$ cat src/inc/cst_defs.svh
`ifndef CST_DEFS_SVH
`define CST_DEFS_SVH
// Register page and addresses on the special function register bus
`define CST_PAGE_MAIN        8'h00
`define CST_ADDR_CONFIG      8'hAA
`define CST_ADDR_CONTROL     8'hB0
`define CST_ADDR_SCAN_START  8'hDD
`define CST_ADDR_SCAN_END    8'hDE
`define CST_ADDR_THR_LOW     8'hD9
`define CST_ADDR_THR_HIGH    8'hDA
`define CST_ADDR_MUX_SEL     8'hAB
// Control register field positions
`define CST_CTL_ENABLE       7
`define CST_CTL_INT_FLAG     5
`define CST_CTL_BUSY         4
`define CST_CTL_GT_FLAG      0
// Config register fields
`define CST_CFG_MODE_HI      6
`define CST_CFG_MODE_LO      4
`define CST_CFG_WAKE_END     3
`define CST_CFG_ACC_HI       1
`define CST_CFG_ACC_LO       0
`define CST_CFG_WMASK        8'h7B
`define CST_MODE_TOUCH_STOP  3'h5
// Reset values
`define CST_RST_BYTE         8'h00
`define CST_RST_CHAN         5'h00
`define CST_RST_THR          16'h0000
`endif

$ cat src/inc/cst_pkg.sv
package cst_pkg;
  typedef enum logic {CST_IDLE, CST_CONV} cst_state_t;

  // Whole state of the top module
  typedef struct packed {
    cst_state_t  st;
    logic [7:0]  cfg;
    logic        en;
    logic        busy;
    logic        int_flag;
    logic        gt_flag;
    logic [4:0]  ss;
    logic [4:0]  se;
    logic [4:0]  mux;
    logic [15:0] thr;
    logic        start;
    logic        irq;
    logic        wake;
    logic [7:0]  rdata;
  } cst_top_state_t;

  // Whole state of the comparator and accumulator
  typedef struct packed {
    logic [3:0]  cnt;
    logic [19:0] sum;
    logic        fin;
    logic        gt;
  } cst_cmp_state_t;
endpackage : cst_pkg

$ cat src/inc/cst_cmp_if.sv
`timescale 1ns/1ps
interface cst_cmp_if;
  logic        conv_done;
  logic [15:0] result;
  logic [1:0]  acc_code;
  logic [15:0] thr;
  logic        clr;
  logic        final_pulse;
  logic        gt;
  modport top (output conv_done, result, acc_code, thr, clr, input final_pulse, gt);
  modport cmp (input conv_done, result, acc_code, thr, clr, output final_pulse, gt);
endinterface : cst_cmp_if

$ cat src/core/cst_compare.sv
`timescale 1ns/1ps
module cst_compare (
  input wire logic i_clk_sys,
  input wire logic i_rst_b,
  cst_cmp_if.cmp   u_if
);
  import cst_pkg::*;

  cst_cmp_state_t s_q;
  cst_cmp_state_t s_d;
  logic [3:0]     last_idx;
  logic [2:0]     shift;
  logic [19:0]    total;
  logic [19:0]    avg;

  // Accumulate conversions; compare only once the set is complete
  always_comb begin
    s_d = s_q;
    s_d.fin = 1'b0;
    case (u_if.acc_code)
      2'h0: begin last_idx = 4'h0; shift = 3'h0; end
      2'h1: begin last_idx = 4'h3; shift = 3'h2; end
      2'h2: begin last_idx = 4'h7; shift = 3'h3; end
      default: begin last_idx = 4'hF; shift = 3'h4; end
    endcase
    total = s_q.sum + {4'h0, u_if.result};
    avg = total >> shift;
    if (u_if.clr) begin
      s_d.cnt = 4'h0;
      s_d.sum = 20'h00000;
    end else if (u_if.conv_done) begin
      if (s_q.cnt == last_idx) begin
        s_d.fin = 1'b1;
        s_d.gt = avg > {4'h0, u_if.thr};
        s_d.cnt = 4'h0;
        s_d.sum = 20'h00000;
      end else begin
        s_d.cnt = s_q.cnt + 4'h1;
        s_d.sum = total;
      end
    end
  end

  always_ff @(posedge i_clk_sys or negedge i_rst_b) begin
    if (!i_rst_b) begin
      s_q <= '0;
    end else begin
      s_q <= s_d;
    end
  end

  assign u_if.final_pulse = s_q.fin;
  assign u_if.gt = s_q.gt;

  a_partial_no_final: assert property (@(posedge i_clk_sys) disable iff (!i_rst_b)
    (u_if.conv_done && !u_if.clr && s_q.cnt != last_idx) |=> !s_q.fin)
    else $error("comparison made before the last accumulated conversion");
endmodule : cst_compare

$ cat src/core/cst_top.sv
`timescale 1ns/1ps
`include "cst_defs.svh"
// Contract
// - Final result above threshold sets flag, else clears
// - Accumulated sets compare only after last conversion
// - Flag set with enable requests interrupt
// - Auto-scan halts on flag until busy written
// - Greater-than event wakes chip from suspend
// - Wake works without interrupt enable
// - Scan start holds five-bit first channel
// - Start write loads mux when auto-scan enabled, except in a final-result cycle
// - Scan end holds five-bit last channel
// - Range upper bits read zero; reset zero
// - Range registers at 0xDD, 0xDE page zero
// - Halt keeps causing channel; busy resumes there
// - Full scan without event stops, optional wake
// - Mux valid only with flag set, idle
module cst_top (
  input  wire logic        i_clk_sys,
  input  wire logic        i_rst_b,
  input  wire logic [7:0]  i_sfr_page,
  input  wire logic [7:0]  i_sfr_addr,
  input  wire logic        i_sfr_wr,
  input  wire logic        i_sfr_rd,
  input  wire logic [7:0]  i_sfr_wdata,
  output      logic [7:0]  o_sfr_rdata,
  input  wire logic        i_compare_irq_enable,
  input  wire logic        i_conv_done,
  input  wire logic [15:0] i_conv_result,
  output      logic        o_conv_start,
  output      logic [4:0]  o_mux_channel,
  output      logic        o_busy,
  output      logic        o_mux_valid,
  output      logic        o_cmp_irq,
  output      logic        o_wake
);
  import cst_pkg::*;

  cst_top_state_t s_q;
  cst_top_state_t s_d;
  cst_cmp_if      u_cmp_if ();
  logic           on_page;
  logic           wr_cfg;
  logic           wr_ctl;
  logic           wr_ss;
  logic           wr_se;
  logic           autoscan;
  logic           go;
  logic           fin;
  logic           fin_gt;
  logic           at_end;

  ////////////////////////////////////////////////////////////////////////////
  // Address decode
  assign on_page  = i_sfr_page == `CST_PAGE_MAIN;
  assign wr_cfg   = i_sfr_wr && on_page && i_sfr_addr == `CST_ADDR_CONFIG;
  assign wr_ctl   = i_sfr_wr && on_page && i_sfr_addr == `CST_ADDR_CONTROL;
  assign wr_ss    = i_sfr_wr && on_page && i_sfr_addr == `CST_ADDR_SCAN_START;
  assign wr_se    = i_sfr_wr && on_page && i_sfr_addr == `CST_ADDR_SCAN_END;
  assign autoscan = s_q.cfg[`CST_CFG_MODE_HI:`CST_CFG_MODE_LO] == `CST_MODE_TOUCH_STOP;
  // Busy write only starts from idle; a write during a scan cannot restart it
  assign go       = wr_ctl && i_sfr_wdata[`CST_CTL_BUSY] && i_sfr_wdata[`CST_CTL_ENABLE]
                    && s_q.st == CST_IDLE;
  assign fin      = s_q.st == CST_CONV && u_cmp_if.final_pulse;
  assign fin_gt   = fin && u_cmp_if.gt;
  assign at_end   = s_q.mux == s_q.se;

  ////////////////////////////////////////////////////////////////////////////
  // Comparator hookup
  assign u_cmp_if.conv_done = i_conv_done;
  assign u_cmp_if.result    = i_conv_result;
  assign u_cmp_if.acc_code  = s_q.cfg[`CST_CFG_ACC_HI:`CST_CFG_ACC_LO];
  assign u_cmp_if.thr       = s_q.thr;
  assign u_cmp_if.clr       = s_q.start;

  cst_compare u_compare (
    .i_clk_sys (i_clk_sys),
    .i_rst_b   (i_rst_b),
    .u_if      (u_cmp_if)
  );

  ////////////////////////////////////////////////////////////////////////////
  // Next state: software writes first, hardware events after so they win
  always_comb begin
    s_d = s_q;
    s_d.start = 1'b0;
    s_d.irq = 1'b0;
    s_d.wake = 1'b0;
    if (wr_cfg) begin
      s_d.cfg = i_sfr_wdata & `CST_CFG_WMASK;
    end
    if (wr_ctl) begin
      s_d.en = i_sfr_wdata[`CST_CTL_ENABLE];
      s_d.int_flag = i_sfr_wdata[`CST_CTL_INT_FLAG];
      s_d.gt_flag = i_sfr_wdata[`CST_CTL_GT_FLAG];
    end
    if (wr_ss) begin
      s_d.ss = i_sfr_wdata[4:0];
      if (autoscan) begin
        s_d.mux = i_sfr_wdata[4:0];
      end
    end
    if (wr_se) begin
      s_d.se = i_sfr_wdata[4:0];
    end
    if (i_sfr_wr && on_page && i_sfr_addr == `CST_ADDR_THR_LOW) begin
      s_d.thr[7:0] = i_sfr_wdata;
    end
    if (i_sfr_wr && on_page && i_sfr_addr == `CST_ADDR_THR_HIGH) begin
      s_d.thr[15:8] = i_sfr_wdata;
    end
    if (i_sfr_wr && on_page && i_sfr_addr == `CST_ADDR_MUX_SEL && s_q.st == CST_IDLE) begin
      s_d.mux = i_sfr_wdata[4:0];
    end
    // Conversion sequencing; resume starts from whatever the mux holds
    case (s_q.st)
      CST_IDLE: begin
        if (go) begin
          s_d.st = CST_CONV;
          s_d.busy = 1'b1;
          s_d.start = 1'b1;
        end
      end
      CST_CONV: begin
        if (fin) begin
          s_d.gt_flag = u_cmp_if.gt;
          s_d.int_flag = 1'b1;
          if (u_cmp_if.gt) begin
            s_d.irq = i_compare_irq_enable;
            s_d.wake = 1'b1;
          end
          if (autoscan && !u_cmp_if.gt && !at_end) begin
            s_d.mux = s_q.mux + 5'h01;
            s_d.start = 1'b1;
          end else begin
            s_d.st = CST_IDLE;
            s_d.busy = 1'b0;
            // A start write landing now must not move the channel that tripped
            if (u_cmp_if.gt) begin
              s_d.mux = s_q.mux;
            end
            if (autoscan && !u_cmp_if.gt) begin
              s_d.mux = s_q.ss;
              s_d.wake = s_q.cfg[`CST_CFG_WAKE_END];
            end
          end
        end
      end
      default: begin
        s_d.st = CST_IDLE;
      end
    endcase
    // Registered read data; unmapped addresses read zero
    if (i_sfr_rd) begin
      s_d.rdata = `CST_RST_BYTE;
      if (on_page) begin
        case (i_sfr_addr)
          `CST_ADDR_CONFIG:     s_d.rdata = s_q.cfg;
          `CST_ADDR_CONTROL:    s_d.rdata = {s_q.en, 1'b0, s_q.int_flag, s_q.busy,
                                             3'h0, s_q.gt_flag};
          `CST_ADDR_SCAN_START: s_d.rdata = {3'h0, s_q.ss};
          `CST_ADDR_SCAN_END:   s_d.rdata = {3'h0, s_q.se};
          `CST_ADDR_THR_LOW:    s_d.rdata = s_q.thr[7:0];
          `CST_ADDR_THR_HIGH:   s_d.rdata = s_q.thr[15:8];
          `CST_ADDR_MUX_SEL:    s_d.rdata = {3'h0, s_q.mux};
          default:              s_d.rdata = `CST_RST_BYTE;
        endcase
      end
    end
  end

  ////////////////////////////////////////////////////////////////////////////
  // State register
  always_ff @(posedge i_clk_sys or negedge i_rst_b) begin
    if (!i_rst_b) begin
      s_q <= '0;
      s_q.st <= CST_IDLE;
      s_q.ss <= `CST_RST_CHAN;
      s_q.se <= `CST_RST_CHAN;
      s_q.thr <= `CST_RST_THR;
    end else begin
      s_q <= s_d;
    end
  end

  ////////////////////////////////////////////////////////////////////////////
  // Outputs
  assign o_sfr_rdata   = s_q.rdata;
  assign o_conv_start  = s_q.start;
  assign o_mux_channel = s_q.mux;
  assign o_busy        = s_q.busy;
  assign o_cmp_irq     = s_q.irq;
  assign o_wake        = s_q.wake;
  // Mid-scan the mux is moving, so it only means something once halted
  assign o_mux_valid   = s_q.int_flag && !s_q.busy;

  ////////////////////////////////////////////////////////////////////////////
  // Checks
  a_gt_sets_flag: assert property (@(posedge i_clk_sys) disable iff (!i_rst_b)
    fin |=> s_q.gt_flag == $past(u_cmp_if.gt) && s_q.int_flag)
    else $error("greater-than flag does not follow the comparison");
  a_irq_gated_enable: assert property (@(posedge i_clk_sys) disable iff (!i_rst_b)
    o_cmp_irq |-> $past(fin_gt) && $past(i_compare_irq_enable))
    else $error("interrupt request without an enabled greater-than event");
  a_halt_on_gt: assert property (@(posedge i_clk_sys) disable iff (!i_rst_b)
    (fin_gt ##1 !go [*3]) |=> !s_q.busy && !o_conv_start)
    else $error("scan continued after a greater-than event");
  a_wake_on_gt: assert property (@(posedge i_clk_sys) disable iff (!i_rst_b)
    fin_gt |=> o_wake && o_mux_channel == $past(s_q.mux))
    else $error("greater-than event did not wake or lost its channel");
  a_start_loads_mux: assert property (@(posedge i_clk_sys) disable iff (!i_rst_b)
    (wr_ss && autoscan && !fin) |=> o_mux_channel == $past(i_sfr_wdata[4:0]))
    else $error("scan start write did not reach the mux");
  a_range_upper_zero: assert property (@(posedge i_clk_sys) disable iff (!i_rst_b)
    (i_sfr_rd && on_page && (i_sfr_addr == `CST_ADDR_SCAN_START
      || i_sfr_addr == `CST_ADDR_SCAN_END)) |=> o_sfr_rdata[7:5] == 3'h0)
    else $error("scan range upper bits not zero");
  a_scan_end_stop: assert property (@(posedge i_clk_sys) disable iff (!i_rst_b)
    (fin && !u_cmp_if.gt && autoscan && at_end) |=>
      !s_q.busy && o_wake == $past(s_q.cfg[`CST_CFG_WAKE_END]))
    else $error("scan end did not stop or wake as configured");
  a_mux_steps_up: assert property (@(posedge i_clk_sys) disable iff (!i_rst_b)
    (fin && !u_cmp_if.gt && autoscan && !at_end) |=>
      o_mux_channel == $past(s_q.mux) + 5'h01 && o_conv_start)
    else $error("scan did not step to the next channel");
  a_start_has_cause: assert property (@(posedge i_clk_sys) disable iff (!i_rst_b)
    o_conv_start |-> $past(go) || $past(fin))
    else $error("conversion started without busy write or scan step");
endmodule : cst_top

$ cat config.mk
export PLATFORM = sky130hd
export DESIGN_NAME = cst_top
export DESIGN_NICKNAME = d
export VERILOG_FILES = /design/src/inc/cst_pkg.sv /design/src/inc/cst_cmp_if.sv /design/src/core/cst_compare.sv /design/src/core/cst_top.sv
export VERILOG_INCLUDE_DIRS = /design/src /design/src/inc
export SDC_FILE = /design/constraint.sdc
export NUM_CORES = 1
export LEC_CHECK = 0
export BUFFER_PORTS_ARGS = -buffer_cell sky130_fd_sc_hd__buf_2
export CAP_MARGIN = 20
export CORE_ASPECT_RATIO = 1.75
export CORE_MARGIN = 8
export CORE_UTILIZATION = 45
export DETAILED_ROUTE_END_ITERATION = 16
export GPL_TIMING_DRIVEN = 0
export PLACE_DENSITY = 0.62
export SYNTH_ARGS = -nofsm -noshare
export SYNTH_HDL_FRONTEND = slang
export SYNTH_SLANG_ARGS = --single-unit
export TNS_END_PERCENT = 5
$ cat constraint.sdc
create_clock -name i_clk_sys -period 4.7 [get_ports i_clk_sys]
set_clock_uncertainty 0.15 [all_clocks]
set_input_delay 0.235 -clock i_clk_sys [delete_from_list [all_inputs] [get_ports i_clk_sys]]
set_output_delay 0.235 -clock i_clk_sys [all_outputs]
set_load 0.01 [all_outputs]
# == After elaboration in Yosys (flattened, before gate mapping) ==
# Index checks and enable logic that the tools add are counted.
# classes
n_bitwise,2
n_mux,33
magnitude_cmp,1
shift,1
n_eq_ne,16
n_addsub,3
n_reduce_logical,24
# op_table
cell,count
$eq 8x8->1 const B,7
$pmux 8 s7,1
$mux 24,2
$mux 5,8
$mux 26,1
$add 20x16->20,1
$gt 20x16->1,1
$shr 20x3->20,1
$logic_and 1x1->1,16
$mux 2,6
$pmux 4 s3,1
$pmux 3 s3,1
$logic_not 8->1,1
$mux 8,1
$mux 1,7
$mux 3,2
$pmux 1 s2,3
$reduce_and 3->1,2
$add 5x1->5 const B,1
$eq 5x5->1,1
$ne 5x5->1 const B,1
$add 4x1->4 const B,1
$eq 4x4->1,1
$ne 2x2->1 const B,2
other kinds (8),11
# totals
input_bits,46
regBits,79
out_inout_bits,18

# == Longest topological paths before layout ==
# Gate-level depths: netlist of run 1.
# logic_depth
ltp_word,10
depth_mapped,20
ltp_nobuf,20

# == By module ==
# A second synthesis of run 1 with hierarchy kept.
# hier_totals
hier_cells,710
hier_area_um2,6667.6
# by_module_without_submodules
module,n_inst,area_per_inst_um2,seq_area_each_um2,cells_each
cst_compare,1,3555.9,650.6,423
cst_top,1,3111.7,1326.3,287

# == Least setup slack after synthesis of run 1 ==
# Ideal clock, no wire load.
# synth_timing
path_type,register -> register
start,register u_compare.s_q[2] (netlist name)
end,register u_compare.s_q (netlist bit u_compare.u_if.gt)
required_time_ns,4.424
path_buffers,0
arrival_time_ns,3.777
stages_incl_launch_ff,20
setup_slack_ns,0.647
synth_period_minus_slack_ns,4.053
cell_sequence,dfrtp_1 > ha_1 > inv_1 > fa_1 > nand2b_1 > a21oi_4 > o21ai_2 > o31ai_4 > and3_2 > xnor2_1 > o221a_2 > mux2i_1 > ha_1 > a21o_1 > a21o_1 > a21oi_1 > o2111ai_1 > o211ai_1 > nand3_1 > o32a_1
# synth_between
elab_chain_cells,3
# synth_rtl
item,line,text
from (decl),cst_compare.sv:9,cst_cmp_state_t s_q;
from (signal assigned),cst_compare.sv:46,s_q <= '0;
from (signal assigned),cst_compare.sv:48,s_q <= s_d;
$add 20x16->20,cst_compare.sv:26,"total = s_q.sum + {4'h0, u_if.result};"
$shr 20x3->20,cst_compare.sv:27,avg = total >> shift;
$gt 20x16->1,cst_compare.sv:34,"s_d.gt = avg > {4'h0, u_if.thr};"
# Every way passes these cells.
# A chain may end at the register's enable or synchronous reset.

# == Worst setup path after layout of run 1 ==
# layout_timing
start,register u_compare.s_q[17] (netlist name)
end,register u_compare.s_q (netlist bit u_compare.u_if.gt)
# The elaborated chain is that of the path after synthesis.

==> run metrics, run 1 <==
status finished, final reports clean; Residual DRC 0; Clk pwr share 0.229; setup tns final 0 ns; met2 GRT Util 0.3842; final worst slack 0.1647 ns; Max Slew Vio Count 0; die height 167.3 um; Worst R2R Start u_compare.s_q[17]; Final GP Congestion 0.9417; EDFF count, synth 0; CTS Sinks 79; antenna-violating nets left 0; worst vdd ir 0.2694 mV; Reg power frac 0.263; H-Tree Level Count 3; Yosys cell types 73; CP max FO 9; Hold Crit Class in2reg; hold_sp i_sfr_wdata[5]; Clk Latency, worst-skew pair 0.35 ns; Syn Nets 738; post-route minimum period 4.535 ns; routed vias 5273; top_reg_cell synth dfrtp_1; final wirelength 17.19 mm; Syn Inst Count 654; Reg clk slew, reported paths 0.07 ns; Synth Cell Area 0.005883 mm2; GR Layer Usage met3 0.03364; # IOs 64; CTS Buffer Depth 2; maximum capacitance violations 0; synth warn 0; Most Used Layer, Global Route met2; area of the die 0.01713 mm2; Sw Ratio 0.4257; WL/cell 18.91 um; cell row count 55; HPWL Detailed 13.64 mm; sequential area share after synthesis 0.3360; RSZ-0062 raised after global routing true; IO Port Bufs 61; first-pass GRT wire length 28.06 mm; register bit total from synthesis 79; worst slack at placement -0.2004 ns; Die Width 102.4 um; commonest non-fill, non-tap cell in the layout dfrtp_1; largest net degree at the start of global routing 68; FMAX 0.2205 GHz; final setup violating endpoints 0; initial antenna violation count 0; initial DRC count 218; Psw 0.001375 W; Root Driver clkbuf_16; vias in the first global route 5556; Final nets 817; core area 0.01287 mm2; WP data required 4.79 ns; Layout area overhead 17.29%; Setup crit start kind register; TritonCTS clock tree built; Inserted Diodes 0; leakage 3.256 nW; commonest non-fill, non-tap cells in the layout dfrtp_1 (79), nand2_1 (73), buf_2 (65); Initial Util 0.4572; CP endpoint kind register; Vias/cell 5.801; Num CTS Buffers 9; power per cell area 468.1 mW/mm2; Async S/R FF share, synth 1.000; M1 GR Usage 0.2052; Comb pwr share 0.508; Setup Crit Path Kind reg2reg; First-pass DRT Iterations 5; final hold vios 0; Avg Cell Area, Syn 8.996 um2; grt total ovfl 0; Rel. slew slack 0.2760; Tot GR Track Use 0.2095; fraction of layout cells with a size suffix above 1 0.2141; P_int 0.001855 W; CP arrival 4.62 ns; crit path from u_compare.s_q[17]; Worst Tran Pin Value 1.076 ns; fin crit share 0.9649
==> final cells by class <==
type	count	area (um2)
Clock buffer	9	225.2
Inverter	38	142.6
Fill cell	1232	5968
Clock inverter	7	77.57
Tap cell	171	214.0
Timing Repair Buffer	70	415.4
Sequential cell	79	1977
Multi-Input combinational cell	493	3636
Buffer	42	212.7
==> timing repair <==
action,4_1_cts,5_1_grt
gates resized for setup,5,14
hold buffers,3,0
setup buffers,2,3
endpoints found under the setup margin,1,1
hold endpoints to repair,83,0
pin swaps,3,9
==> cell usage after synthesis (6+ instances only) <==
library cell,count,area (um2)
dfrtp_1,79,1977
a221oi_1,7,61.31
ha_1,37,462.9
o21ai_0,57,285.3
or3_1,7,43.79
a22o_1,6,52.55
xnor2_1,18,157.7
buf_4,13,97.59
a21o_1,13,97.59
mux2i_1,40,400.4
nand2_1,73,274.0
nor2_1,29,108.9
inv_1,37,138.9
xor2_1,8,70.07
clkbuf_1,23,86.33
nor3_1,11,55.05
a21oi_1,31,155.2
o22ai_1,19,118.9
nand4_1,8,50.05
mux2_2,21,236.5
nand3_1,13,65.06
==> power groups by stage <==
stage | registers (W) | clock network (W) | logic, W
2_1_floorplan | 0.000838 | 0 | 0.00114
3_3_place_gp | 0.000855 | 0 | 0.00150
3_5_place_dp | 0.000858 | 0 | 0.00154
4_1_cts | 0.000847 | 0.000750 | 0.00156
5_1_grt | 0.000861 | 0.000777 | 0.00181
6_report | 0.000848 | 0.000741 | 0.00164
==> cell families after synthesis <==
| logic type | Yosys count | synth area share |
|---|---|---|
| AOI/OAI and AO/OA | 181 | 0.2035 |
| xor gates and xnor gates | 26 | 0.03871 |
| adders and majority gates | 39 | 0.08379 |
| muxes | 65 | 0.1236 |
| buffers and inverters | 82 | 0.06167 |
| and+or+nand+nor | 182 | 0.1527 |
| DFF | 79 | 0.3360 |
==> routing by layer <==
| layer | part of all wire | vias to the layer above | routed length [um] |
|---|---|---|---|
| met2 | 0.55 | 159 | 9402 |
| met4 | 0.055 | 0 | 945 |
| met1 | 0.35 | 2520 | 6091 |
| li1 | - | 2540 | - |
| met5 | 0 | - | 0 |
| met3 | 0.044 | 54 | 751 |
==> stage by stage <==
step	utilization	std cells	instance area (um2)	total power, W	hold slack, ns
2_1_floorplan	-	654	5883	0.001978	-0.2106
3_3_place_gp	0.4975	886	6402	0.002353	0.3130
3_5_place_dp	0.4999	887	6432	0.002395	-0.04182
4_1_cts	0.5290	908	6808	0.003155	0.01469
5_1_grt	0.5362	909	6900	0.003446	0.05010
6_report	0.5362	909	6900	0.003230	0.01128
==> final timing paths <==
kind                                endpoint  cells after the start  slack (ns)
min in group asynchronous  u_compare.s_q[16]                      2        0.14
min reg2reg                u_compare.s_q[15]                      2        0.35
max in group asynchronous  u_compare.s_q[23]                      3        3.66
max                        u_compare.u_if.gt                     18        0.16
min                          u_cmp_if.thr[5]                      3        0.01
max reg2reg                u_compare.u_if.gt                     18        0.16
==> registers in the layout, indices dropped and copies added, names as in the netlist, 5 cells and up <==
signal,cells
u_compare.s_q,24
s_q,20
u_cmp_if.thr,16
o_sfr_rdata,8
o_mux_channel,5
==> critical path, cell delays in order, from the launching register on <==
cell	delay, ns
dfrtp_1	0.39
ha_1	0.39
a21oi_1	0.17
o21ai_1	0.28
a21oi_2	0.26
o31ai_4	0.11
buf_12	0.15
and3_2	0.21
or4_1	0.58
o221a_1	0.28
mux2i_1	0.15
ha_1	0.27
nand4_1	0.11
nor2_1	0.08
o21ai_1	0.13
o2111ai_1	0.15
o211ai_1	0.15
nand3_1	0.12
o32a_1	0.31
No activity file was read; power rests on OpenSTA's default activity.
==> run 2: changes to the inputs <==
--- a/config.mk
+++ b/config.mk
@@ -14,6 +14,7 @@
 export DETAILED_ROUTE_END_ITERATION = 16
 export GPL_TIMING_DRIVEN = 0
 export PLACE_DENSITY = 0.62
+export SKIP_CTS_REPAIR_TIMING = 1
 export SYNTH_ARGS = -nofsm -noshare
 export SYNTH_HDL_FRONTEND = slang
 export SYNTH_SLANG_ARGS = --single-unit
==> constraint.sdc (replaced) <==
create_clock -name i_clk_sys -period 4.4 [get_ports i_clk_sys]
set_clock_uncertainty 0.15 [all_clocks]
set_input_delay 0.22 -clock i_clk_sys [delete_from_list [all_inputs] [get_ports i_clk_sys]]
set_output_delay 0.22 -clock i_clk_sys [all_outputs]
set_load 0.01 [all_outputs]
==> run metrics, run 2 (synthesis results as in run 1) <==
status finished, violations left; failing checks negative setup slack; Clk pwr share 0.230 (about the same); Final nets 821 (+0.49%); power per cell area 499.9 mW/mm2 (+6.8%); CTS Buffer Depth 2 (unchanged); Vias/cell 5.814 (+0.22%); worst vdd ir 0.2874 mV (+6.7%); Comb pwr share 0.507 (about the same); Setup Crit Path Kind reg2reg; Worst Tran Pin Value 1.012 ns (-0.06398 ns); final design area excluding fillers 0.006887 mm2 (-0.20%); H-Tree Level Count 3 (unchanged); WP data required 4.49 ns (-0.30 ns); Layout area overhead 17.06%; final hold vios 0 (unchanged); Biggest register u_compare.s_q; maximum capacitance violations 0 (unchanged); largest net degree at the start of global routing 68 (unchanged); initial antenna violation count 0 (unchanged); final worst slack -0.2401 ns (-0.4049 ns); FMAX 0.2155 GHz (-2.3%); post-route minimum period 4.640 ns (+0.1049 ns); area of the die 0.01713 mm2 (unchanged); CP endpoint kind register; Initial Util 0.4572 (unchanged); CP arrival 4.73 ns (+0.11 ns); Sw Ratio 0.4250 (-0.0006955); fraction of layout cells with a size suffix above 1 0.2143 (about the same); vias in the first global route 5506 (-0.90%); IO Port Bufs 61 (unchanged); CTS Sinks 79 (unchanged); Max Slew Vio Count 0 (unchanged); commonest non-fill, non-tap cells in the layout dfrtp_1 (79), nand2_1 (73), buf_2 (65); leakage 3.265 nW (+0.26%); multi-input logic area 0.003611 mm2 (-0.69%); hold path depth 3 (unchanged); Tot GR Track Use 0.2086 (-0.0009732); Num CTS Buffers 9 (unchanged); die height 167.3 um (unchanged); WL/cell 18.93 um (+0.11%); Root Driver clkbuf_16; CP max FO 6 (-3); First-pass DRT Iterations 5 (unchanged); initial DRC count 228 (+4.6%); # IOs 64 (unchanged); Psw 0.001463 W (+6.4%); Storage cell area 0.001977 mm2 (unchanged); commonest non-fill, non-tap cell in the layout dfrtp_1; Clk Latency, worst-skew pair 0.35 ns (about the same); Hold Crit Class in2reg; Regs by FF count u_compare.s_q: 24 flops, s_q: 20 flops, u_cmp_if.thr: 16 flops; Inserted Diodes 0 (unchanged); fillcell total 1228 (-0.32%); Rel. slew slack 0.3191 (+0.04305); Setup crit start kind register; antenna-violating nets left 0 (unchanged); total power 0.003443 W (+6.6%); cell row count 55 (unchanged); first-pass GRT wire length 27.98 mm (-0.30%); r2r worst-path depth 20 (+2); Metal-1 WL 6.114 mm (+0.38%); Final GP Congestion 0.9417 (unchanged); HPWL Detailed 13.64 mm (unchanged); final setup violating endpoints 1 (+1); top layer in use met4; Reg power frac 0.263 (about the same); Die Width 102.4 um (unchanged); routed vias 5308 (+0.66%); P_int 0.001979 W (+6.7%); Placed Area 0.006432 mm2 (unchanged); Residual DRC 0 (unchanged); Reg clk slew, reported paths 0.07 ns (about the same); DR WL met2 9.569 mm (+1.8%); grt total ovfl 0 (unchanged); core area 0.01287 mm2 (unchanged); TritonCTS clock tree built; metal3 WL 777 um (+3.5%); RSZ-0062 raised after global routing true; final wirelength 17.29 mm (+0.55%); Largest register FFs 24 (unchanged); fin crit share 1.055 (+0.08963)
-- run 2: power groups by stage --
| stage | Sequential, W | Clock, W | Combinational, W |
|---|---|---|---|
| after floorplan | 0.000895 | 0 | 0.00122 |
| after global placement | 0.000913 | 0 | 0.00160 |
| after detailed placement | 0.000917 | 0 | 0.00164 |
| after CTS | 0.000904 | 0.000801 | 0.00165 |
| after global routing | 0.000919 | 0.000831 | 0.00193 |
| final | 0.000906 | 0.000793 | 0.00174 |
-- run 2: path summary, 6_finish.rpt --
check	from	slack, ns	end
max	u_compare.s_q[2]	-0.24	u_compare.u_if.gt
min	i_sfr_wdata[5]	0.003	u_cmp_if.thr[5]
max reg2reg	u_compare.s_q[2]	-0.24	u_compare.u_if.gt
min reg2reg	u_compare.s_q[15]	0.35	u_compare.s_q[15]
max in group asynchronous	i_rst_b	3.39	u_compare.s_q[23]
min in group asynchronous	i_rst_b	0.13	u_compare.s_q[16]
-- run 2: final cells by class --
| class | count | share of cell area |
|---|---|---|
| Buffer | 44 | 0.03216 |
| Clock buffer | 9 | 0.03270 |
| Clock inverter | 7 | 0.01126 |
| Inverter | 38 | 0.02071 |
| Multi-Input combinational cell | 493 | 0.5243 |
| Sequential cell | 79 | 0.2871 |
| Tap cell | 171 | 0.03107 |
| Timing Repair Buffer | 72 | 0.06068 |
-- run 2: per-layer routing --
layer	track usage	up-vias
met4	0.1266	0
met1	0.2049	2545
li1	-	2551
met5	0	-
met3	0.03322	43
met2	0.3873	169
-- run 2: through the flow --
step	instances	hold WS, ns	setup TNS (ns)	utilization	setup WS (ns)
finish	913	0.003242	-0.2401	0.5351	-0.2401
global route	913	0.03510	-0.4799	0.5351	-0.4799
CTS	903	-0.4329	-0.5342	0.5234	-0.5342
detailed placement	887	-0.05682	-0.5004	0.4999	-0.5004
global placement	886	0.2980	-0.4504	0.4975	-0.4504
floorplan	654	-0.2256	0	-	0.3472
-- run 2: critical path, cell delays in order, from the launching register on --
cell       delay, ns
dfrtp_1         0.34
ha_1            0.17
inv_1           0.05
fa_1            0.40
nand2b_4        0.17
a21oi_4         0.19
o21ai_2         0.11
o31ai_4         0.36
buf_4           0.20
nor2_2          0.04
or4_1           0.56
o221a_1         0.28
mux2i_1         0.15
ha_1            0.26
nand4_1         0.11
nor2_1          0.07
o21ai_0         0.13
o2111ai_1       0.18
o211ai_1        0.15
nand3_1         0.12
o32a_1          0.31
